File: src/rtl/mrr_pkg.sv
// Package: widths, opcodes, reset values and carriers for the executor
package mrr_pkg;

  // Widths
  localparam int PC_W    = 13;
  localparam int ADDR_W  = 7;
  localparam int DATA_W  = 8;
  localparam int INSTR_W = 14;

  // Field positions inside an instruction word
  localparam int DEST_BIT   = 7;
  localparam int ADDR_LSB   = 0;
  localparam int LIT_LSB    = 0;
  localparam int OPC6_LSB   = 8;
  localparam int OPC4_LSB   = 10;

  // Opcodes
  localparam logic [5:0]         OPC_FILE_MOVE = 6'h08;
  localparam logic [5:0]         OPC_ROT_LEFT  = 6'h0D;
  localparam logic [5:0]         OPC_ROT_RIGHT = 6'h0C;
  localparam logic [3:0]         OPC_LIT_RET   = 4'hD;
  localparam logic [INSTR_W-1:0] WORD_NOP      = 14'h0000;
  localparam logic [INSTR_W-1:0] WORD_IRQ_RET  = 14'h0009;

  // Reset values
  localparam logic [DATA_W-1:0] W_RST  = 8'h00;
  localparam logic [PC_W-1:0]   PC_RST = 13'h0000;

  typedef enum logic [1:0] {ST_IDLE, ST_FILE, ST_RET} mrr_state_t;

  typedef enum logic [2:0] {
    OP_NOP, OP_MOVE, OP_ROTL, OP_ROTR, OP_IRQ_RET, OP_LIT_RET
  } mrr_op_t;

  typedef struct packed {
    logic globalIrqEnable;
    logic digitCarry;
    logic carry;
    logic zero;
  } mrr_status_t;

  localparam mrr_status_t STATUS_RST = '{1'b0, 1'b0, 1'b0, 1'b0};

endpackage : mrr_pkg

File: src/rtl/mrr_file_mem.sv
// File register array with registered read data
`timescale 1ns/1ns
`default_nettype none
module mrr_file_mem #(
  parameter int ADDR_W = 7,
  parameter int DATA_W = 8
) (
  // Clock
  input  wire logic              sys_clk,
  // Read port
  input  wire logic [ADDR_W-1:0] rdAddr,
  output var  logic [DATA_W-1:0] rdData,
  // Write port
  input  wire logic              wrEn,
  input  wire logic [ADDR_W-1:0] wrAddr,
  input  wire logic [DATA_W-1:0] wrData
);

  logic [DATA_W-1:0] mem [2**ADDR_W];

  // Contents are not cleared by reset, as in a real register file
  // Plain always, so simulation may preload the array from outside
  always @(posedge sys_clk) begin
    if (wrEn) begin
      mem[wrAddr] <= wrData;
    end
    rdData <= mem[rdAddr];
  end

endmodule // mrr_file_mem
`default_nettype wire

File: src/rtl/mrr_exec.sv
// Executor for move, no-op, return and rotate-through-carry instructions
//
// Summary of operation
// - Move file to W or back to file
// - Move updates zero only, others kept
// - Seven-bit file address, one destination bit
// - Interrupt return: PC from stack, enable set
// - Literal return loads W, flags unchanged
// - Literal return pops PC, two cycles
// - Rotate left through carry to destination
// - Rotate right through carry to destination
// - Rotates change carry flag only
`timescale 1ns/1ns
`default_nettype none
module mrr_exec
  import mrr_pkg::*;
(
  // Clock and reset
  input  wire logic               sys_clk,
  input  wire logic               rst,
  // Instruction stream
  input  wire logic               instrValid,
  input  wire logic [INSTR_W-1:0] instrWord,
  output var  logic               instrReady,
  output var  logic               done,
  // Return stack
  input  wire logic [PC_W-1:0]    stackTop,
  output var  logic               stackPop,
  // Core state
  output var  logic [DATA_W-1:0]  wReg,
  output var  mrr_status_t        status,
  output var  logic [PC_W-1:0]    pc
);

  typedef struct packed {
    mrr_state_t           state;
    mrr_op_t              op;
    logic [ADDR_W-1:0]    addr;
    logic                 dest;
    logic [DATA_W-1:0]    w;
    mrr_status_t          status;
    logic [PC_W-1:0]      pc;
    logic                 ready;
    logic                 done;
    logic                 pop;
  } mrr_core_t;

  localparam mrr_core_t CORE_RST = '{
    state: ST_IDLE, op: OP_NOP, addr: '0, dest: 1'b0, w: W_RST,
    status: STATUS_RST, pc: PC_RST, ready: 1'b1, done: 1'b0, pop: 1'b0
  };

  mrr_core_t s_r, s_nxt;

  logic [DATA_W-1:0] memRd;
  logic [ADDR_W-1:0] memRdAddr;
  logic              memWrEn;
  logic [DATA_W-1:0] result;
  logic              carryNxt;
  logic              accept;

  // Unlisted words fall back to a no-op so the stream never stalls
  function automatic mrr_op_t decode(input logic [INSTR_W-1:0] iw);
    logic [5:0] opc6;
    opc6 = iw[OPC6_LSB +: 6];
    if (iw[OPC4_LSB +: 4] == OPC_LIT_RET) begin
      return OP_LIT_RET;
    end
    if (iw == WORD_IRQ_RET) begin
      return OP_IRQ_RET;
    end
    case (opc6)
      OPC_FILE_MOVE: return OP_MOVE;
      OPC_ROT_LEFT:  return OP_ROTL;
      OPC_ROT_RIGHT: return OP_ROTR;
      default:       return OP_NOP;
    endcase
  endfunction

  function automatic logic isZero(input logic [DATA_W-1:0] v);
    return v == '0;
  endfunction

  assign accept = instrValid && s_r.ready;

  assign memRdAddr = instrWord[ADDR_LSB +: ADDR_W];

  mrr_file_mem #(
    .ADDR_W (ADDR_W),
    .DATA_W (DATA_W)
  ) u_mem (
    .sys_clk (sys_clk),
    .rdAddr  (memRdAddr),
    .rdData  (memRd),
    .wrEn    (memWrEn),
    .wrAddr  (s_r.addr),
    .wrData  (result)
  );

  always_comb begin
    s_nxt    = s_r;
    s_nxt.done = 1'b0;
    s_nxt.pop  = 1'b0;
    memWrEn  = 1'b0;
    result   = memRd;
    carryNxt = s_r.status.carry;
    unique case (s_r.op)
      OP_ROTL: begin
        result   = {memRd[DATA_W-2:0], s_r.status.carry};
        carryNxt = memRd[DATA_W-1];
      end
      OP_ROTR: begin
        result   = {s_r.status.carry, memRd[DATA_W-1:1]};
        carryNxt = memRd[0];
      end
      default: begin
        result   = memRd;
        carryNxt = s_r.status.carry;
      end
    endcase
    unique case (s_r.state)
      ST_IDLE: begin
        if (accept) begin
          s_nxt.op   = decode(instrWord);
          s_nxt.addr = instrWord[ADDR_LSB +: ADDR_W];
          s_nxt.dest = instrWord[DEST_BIT];
          unique case (decode(instrWord))
            OP_NOP: begin
              s_nxt.pc   = s_r.pc + 1'b1;
              s_nxt.done = 1'b1;
            end
            OP_MOVE, OP_ROTL, OP_ROTR: begin
              s_nxt.state = ST_FILE;
              s_nxt.ready = 1'b0;
            end
            OP_IRQ_RET: begin
              s_nxt.pc                     = stackTop;
              s_nxt.pop                    = 1'b1;
              s_nxt.status.globalIrqEnable = 1'b1;
              s_nxt.state                  = ST_RET;
              s_nxt.ready                  = 1'b0;
            end
            // literal into W, PC from stack
            OP_LIT_RET: begin
              s_nxt.w     = instrWord[LIT_LSB +: DATA_W];
              s_nxt.pc    = stackTop;
              s_nxt.pop   = 1'b1;
              s_nxt.state = ST_RET;
              s_nxt.ready = 1'b0;
            end
          endcase
        end
      end
      // Read data of the addressed register is valid here
      ST_FILE: begin
        if (s_r.dest) begin
          memWrEn = 1'b1;
        end else begin
          s_nxt.w = result;
        end
        // move sets zero from moved value
        if (s_r.op == OP_MOVE) begin
          s_nxt.status.zero = isZero(memRd);
        end else begin
          s_nxt.status.carry = carryNxt;
        end
        s_nxt.pc    = s_r.pc + 1'b1;
        s_nxt.done  = 1'b1;
        s_nxt.ready = 1'b1;
        s_nxt.state = ST_IDLE;
      end
      ST_RET: begin
        s_nxt.done  = 1'b1;
        s_nxt.ready = 1'b1;
        s_nxt.state = ST_IDLE;
      end
      default: begin
        s_nxt = CORE_RST;
      end
    endcase
  end

  always_ff @(posedge sys_clk) begin
    if (rst) begin
      s_r <= CORE_RST;
    end else begin
      s_r <= s_nxt;
    end
  end

  assign instrReady = s_r.ready;
  assign done       = s_r.done;
  assign stackPop   = s_r.pop;
  assign wReg       = s_r.w;
  assign status     = s_r.status;
  assign pc         = s_r.pc;

  // Checks
  logic fileMove;
  logic fileRot;
  logic oldCarry;
  logic memMsb;
  logic memLsb;
  assign fileMove = s_r.state == ST_FILE && s_r.op == OP_MOVE;
  assign fileRot  = s_r.state == ST_FILE &&
                    (s_r.op == OP_ROTL || s_r.op == OP_ROTR);
  assign oldCarry = s_r.status.carry;
  assign memMsb   = memRd[DATA_W-1];
  assign memLsb   = memRd[0];
endmodule // mrr_exec
`default_nettype wire

File: config.mk
export PLATFORM = sky130hd
export DESIGN_NAME = mrr_exec
export DESIGN_NICKNAME = d
export VERILOG_FILES = /design/src/rtl/mrr_pkg.sv /design/src/rtl/mrr_file_mem.sv /design/src/rtl/mrr_exec.sv
export SDC_FILE = /design/constraint.sdc
export NUM_CORES = 1
export LEC_CHECK = 0
export BUFFER_PORTS_ARGS = -buffer_cell sky130_fd_sc_hd__buf_2
export CAP_MARGIN = 20
export CORE_ASPECT_RATIO = 2
export CORE_MARGIN = 10
export CORE_UTILIZATION = 57
export CTS_BUF_LIST = sky130_fd_sc_hd__clkbuf_4 sky130_fd_sc_hd__clkbuf_8 sky130_fd_sc_hd__clkbuf_16
export DETAILED_ROUTE_END_ITERATION = 16
export MAX_ROUTING_LAYER = met4
export PLACE_DENSITY = 0.76
export SLEW_MARGIN = 20
export SYNTH_ARGS = -nofsm -noshare
export SYNTH_HDL_FRONTEND = slang
export SYNTH_SLANG_ARGS = --single-unit
File: constraint.sdc
create_clock -name sys_clk -period 5.4 [get_ports sys_clk]
set_input_delay 0.54 -clock sys_clk [delete_from_list [all_inputs] [get_ports sys_clk]]
set_output_delay 0.54 -clock sys_clk [all_outputs]
set_load 0.005 [all_outputs]
==> results.py <==
metrics = {
    "route": {
        "drcViolationCount": 0,
        "vias_per_cell": 6.74,
        "dr.pass1.iters": 6,
        "wl_per_cell_um": 32.5,
        "ant_nets": 0,
        "drt_iter0_markers": 3275,
        "routed_wl_mm": 111,
        "vias": 23000,
    },
    "final_layout": {
        "final_common_cell": "edfxtp_1",
        "final_cell_mix": "1024 x edfxtp_1, 191 x nor2_1, 176 x mux4_2, 136 x mux2i_1, 85 x clkbuf_16",
        "regArea_mm2": 0.0317,
        "area_growth_pct": 8.86,
        "multiInputGateArea_mm2": 0.0102,
        "nFillCells": 5018,
        "nets": 2381,
        "drive_gt1_frac": 0.197,
        "layout.cells.non_filler": 3419,
    },
    "die": {
        "die_area_mm2": 0.0873,
        "die_width_um": 214,
        "coreArea_mm2": 0.0748,
        "boundaryPins": 58,
        "initial_core_util": 0.573,
        "rows": 142,
        "die_h_um": 408,
    },
    "critical_path": {
        "cpPeakStageDelay_ns": 0.90,
        "crit_path_start_kind": "input pin",
        "r2r_cells": 6,
        "r2r_slack_ns": 2.25,
        "cp_max_fo": 90,
        "r2r_end": "u_mem.mem[83][7]",
        "crit_slowest_cell": "nor3_1",
        "crit_chain": "buf_8 > buf_4 > nand2_1 > a211oi_1 > o41ai_1 > nor3_1 > a32oi_1",
        "reg2reg_from": "s_r[40]",
        "crit_arrival_ns": 4.05,
        "end_kind": "register",
        "required_ns": 5.90,
        "worstSetupPathType": "in2reg",
    },
    "sta": {
        "slew_headroom": 0.225,
        "rsz0062_at_grt": "no",
        "drv_slew": 0,
        "finalHoldViolations": 0,
        "tightest_slew_ns": 1.16,
        "fmax_ghz": 0.282,
        "finalCritPeriodShare": 0.657,
        "timing.hold.ws_ns": 0.168,
        "setup_viol": 0,
        "fin_setup_tns_ns": 0,
        "min_period_ns": 3.55,
        "fin_ws_ns": 1.85,
        "clock_skew_ns": 0.0212,
    },
    "grt": {
        "antenna_found_initial": 1,
        "overflow": 0,
        "grt_use_total": 0.259,
        "grt_max_degree": 108,
        "grt_pass1_vias": 23400,
        "grt_pass1_wl_mm": 161,
    },
    "logic_synthesis": {
        "synth-edff-count": 1024,
        "synth_cell_types": 75,
        "synth_ff_type": "edfxtp_1",
        "netlist_area_mm2": 0.0429,
        "syn_nets": 2343,
        "synth_warnings": 0,
        "synth_seq_cells": 1072,
        "syn_inst": 2307,
        "ys_seq_area_frac": 0.739,
        "ys_async_sr_fraction": 0,
        "avgSynthCellArea_um2": 18.6,
    },
    "clock_network": {
        "postCtsSetupRepairBufs": 0,
        "clkSinkCount": 1072,
        "insertion_delay_ns": 0.66,
        "postCtsResizedCells": 0,
        "clkTransAtPathRegs_ns": 0.07,
        "root_buffer": "clkbuf_16",
        "htreeDepth": 3,
        "cts_made_buffers": 83,
        "cts_tree": "done",
        "clk_path_buf_depth": 3,
        "cts.hold.buffers_added": 0,
    },
    "placement": {
        "place.gp.congestion": 0.975,
        "hpwl_mm": 70.3,
        "io_buffers": 56,
        "dp_cells": 3267,
        "pre_cts_ws_ns": 1.27,
    },
    "pwr": {
        "p_sw_w": 0.00375,
        "comb_power_share": 0.072,
        "ir_worst_vdd_mv": 0.267,
        "powerDensity_mw_per_mm2": 356,
        "p_leak_nw": 14.7,
        "p_sw_frac": 0.226,
        "p_seq_frac": 0.565,
        "internal-power_w": 0.0129,
        "pwr-share-clk": 0.362,
    },
    "worst_hold_path": {
        "worstHoldPathType": "in2reg",
        "hp-start": "stackTop[2]",
        "whs_path_depth": 3,
        "hold_end": "pc[2]",
    },
    "status": {
        "status": "completed",
    },
    "flow_run": {
        "drv_cap": 0,
    },
}
flip-flops by register name, summed over array words and instances (netlist names):
register,count
instrReady,1
done,1
u_mem.mem,1024
oldCarry,1
status,2
u_mem.rdData,8
stackPop,1
pc,13
wReg,8
s_r,13
Yosys cell counts (4+ instances only):
master     instances  share of area
and3_1             4        0.00058
buf_2             38         0.0044
o221ai_1          11         0.0022
o22a_1             4        0.00082
o32ai_1            9         0.0018
a311oi_1           6         0.0012
nor3_1            24         0.0028
a22o_1            15         0.0031
o22ai_1           14         0.0020
mux4_1            14         0.0086
buf_4             59          0.010
nor2b_1           26         0.0038
a22oi_1           38         0.0067
buf_1              5        0.00044
mux4_2           176          0.092
nor2_1           192          0.017
inv_1             14         0.0012
nand2_1           77         0.0067
edfxtp_1        1024           0.72
mux2_2            29         0.0076
a21oi_1           41         0.0048
nor4_1             7         0.0010
a32oi_1            9         0.0018
a211oi_1          26         0.0046
nand2b_1           9         0.0013
mux2i_1          136          0.032
a31oi_1           10         0.0015
ha_1               6         0.0018
o21ai_0           20         0.0023
xor2_1             4        0.00082
nand4_1           12         0.0018
buf_6             15         0.0039
nand3b_1           7         0.0012
a221oi_1          22         0.0045
and2_1             4        0.00058
dfxtp_1           48          0.022
nand3_1           37         0.0043
a2111oi_0          5         0.0010
a211o_1            7         0.0014
nand4b_1           4        0.00082
o211ai_1          11         0.0019
clkbuf_1          37         0.0032
power groups by stage:
stage                     Combinational (W)  Sequential (W)  Clock (W)
after global routing                0.00126         0.00940    0.00635
after floorplan                    0.000706         0.00963          0
final                               0.00120         0.00940    0.00602
after CTS                           0.00119         0.00940    0.00606
after global placement              0.00114         0.00958          0
after detailed placement            0.00119         0.00958          0
per-stage QoR:
step                      power, W  area, um^2   util
after global placement      0.0107       44000  0.588
after floorplan             0.0103       42900      -
final                       0.0166       46700  0.624
after CTS                   0.0166       46700  0.624
after detailed placement    0.0108       44100  0.589
after global routing        0.0170       46700  0.624
worst max-delay path: cells and delay by family:
| kind | cells | cell delay (ns) |
|---|---|---|
| buf+inv | 2 | 1.09 |
| compound gates | 3 | 0.92 |
| simple gates | 2 | 1.29 |
metal layers:
| layer | GRT usage | wire (um) |
|---|---|---|
| met5 | - | 0 |
| met2 | 0.438 | 58000 |
| met4 | 0.183 | 8870 |
| met3 | 0.0426 | 8710 |
| met1 | 0.274 | 35400 |
logic make-up after synthesis:
logic type	after synthesis	synth area share
flops	1072	0.739
simple gates	421	0.0451
mux	355	0.140
compound gates	273	0.0473
buf+inv	175	0.0253
fa+ha+maj	6	0.00175
xor+xnor	4	0.000817
other cells	1	0.0000874
how the worst max path moves through the flow:
stage                      start  cells after the start  slack [ns]              end
global placement    instrWord[1]                      8        1.21  u_mem.rdData[3]
CTS                 instrWord[1]                      6        1.95  u_mem.rdData[5]
detailed placement  instrWord[1]                      6        1.27  u_mem.rdData[5]
global route        instrWord[1]                      6        1.83  u_mem.rdData[5]
floorplan                s_r[36]                      3        0.12  u_mem.mem[0][0]
finish              instrWord[1]                      7        1.85  u_mem.rdData[5]
final cells by class:
cell class	count	area share
Sequential cell	1072	0.679
Multi-Input combinational cell	1060	0.219
Tap cell	1008	0.0270
Clock inverter	48	0.00764
Antenna cell	2	0.000107
Clock buffer	101	0.0484
Inverter	18	0.00145
Timing Repair Buffer	110	0.0174
(Power assumes the default switching activity.)
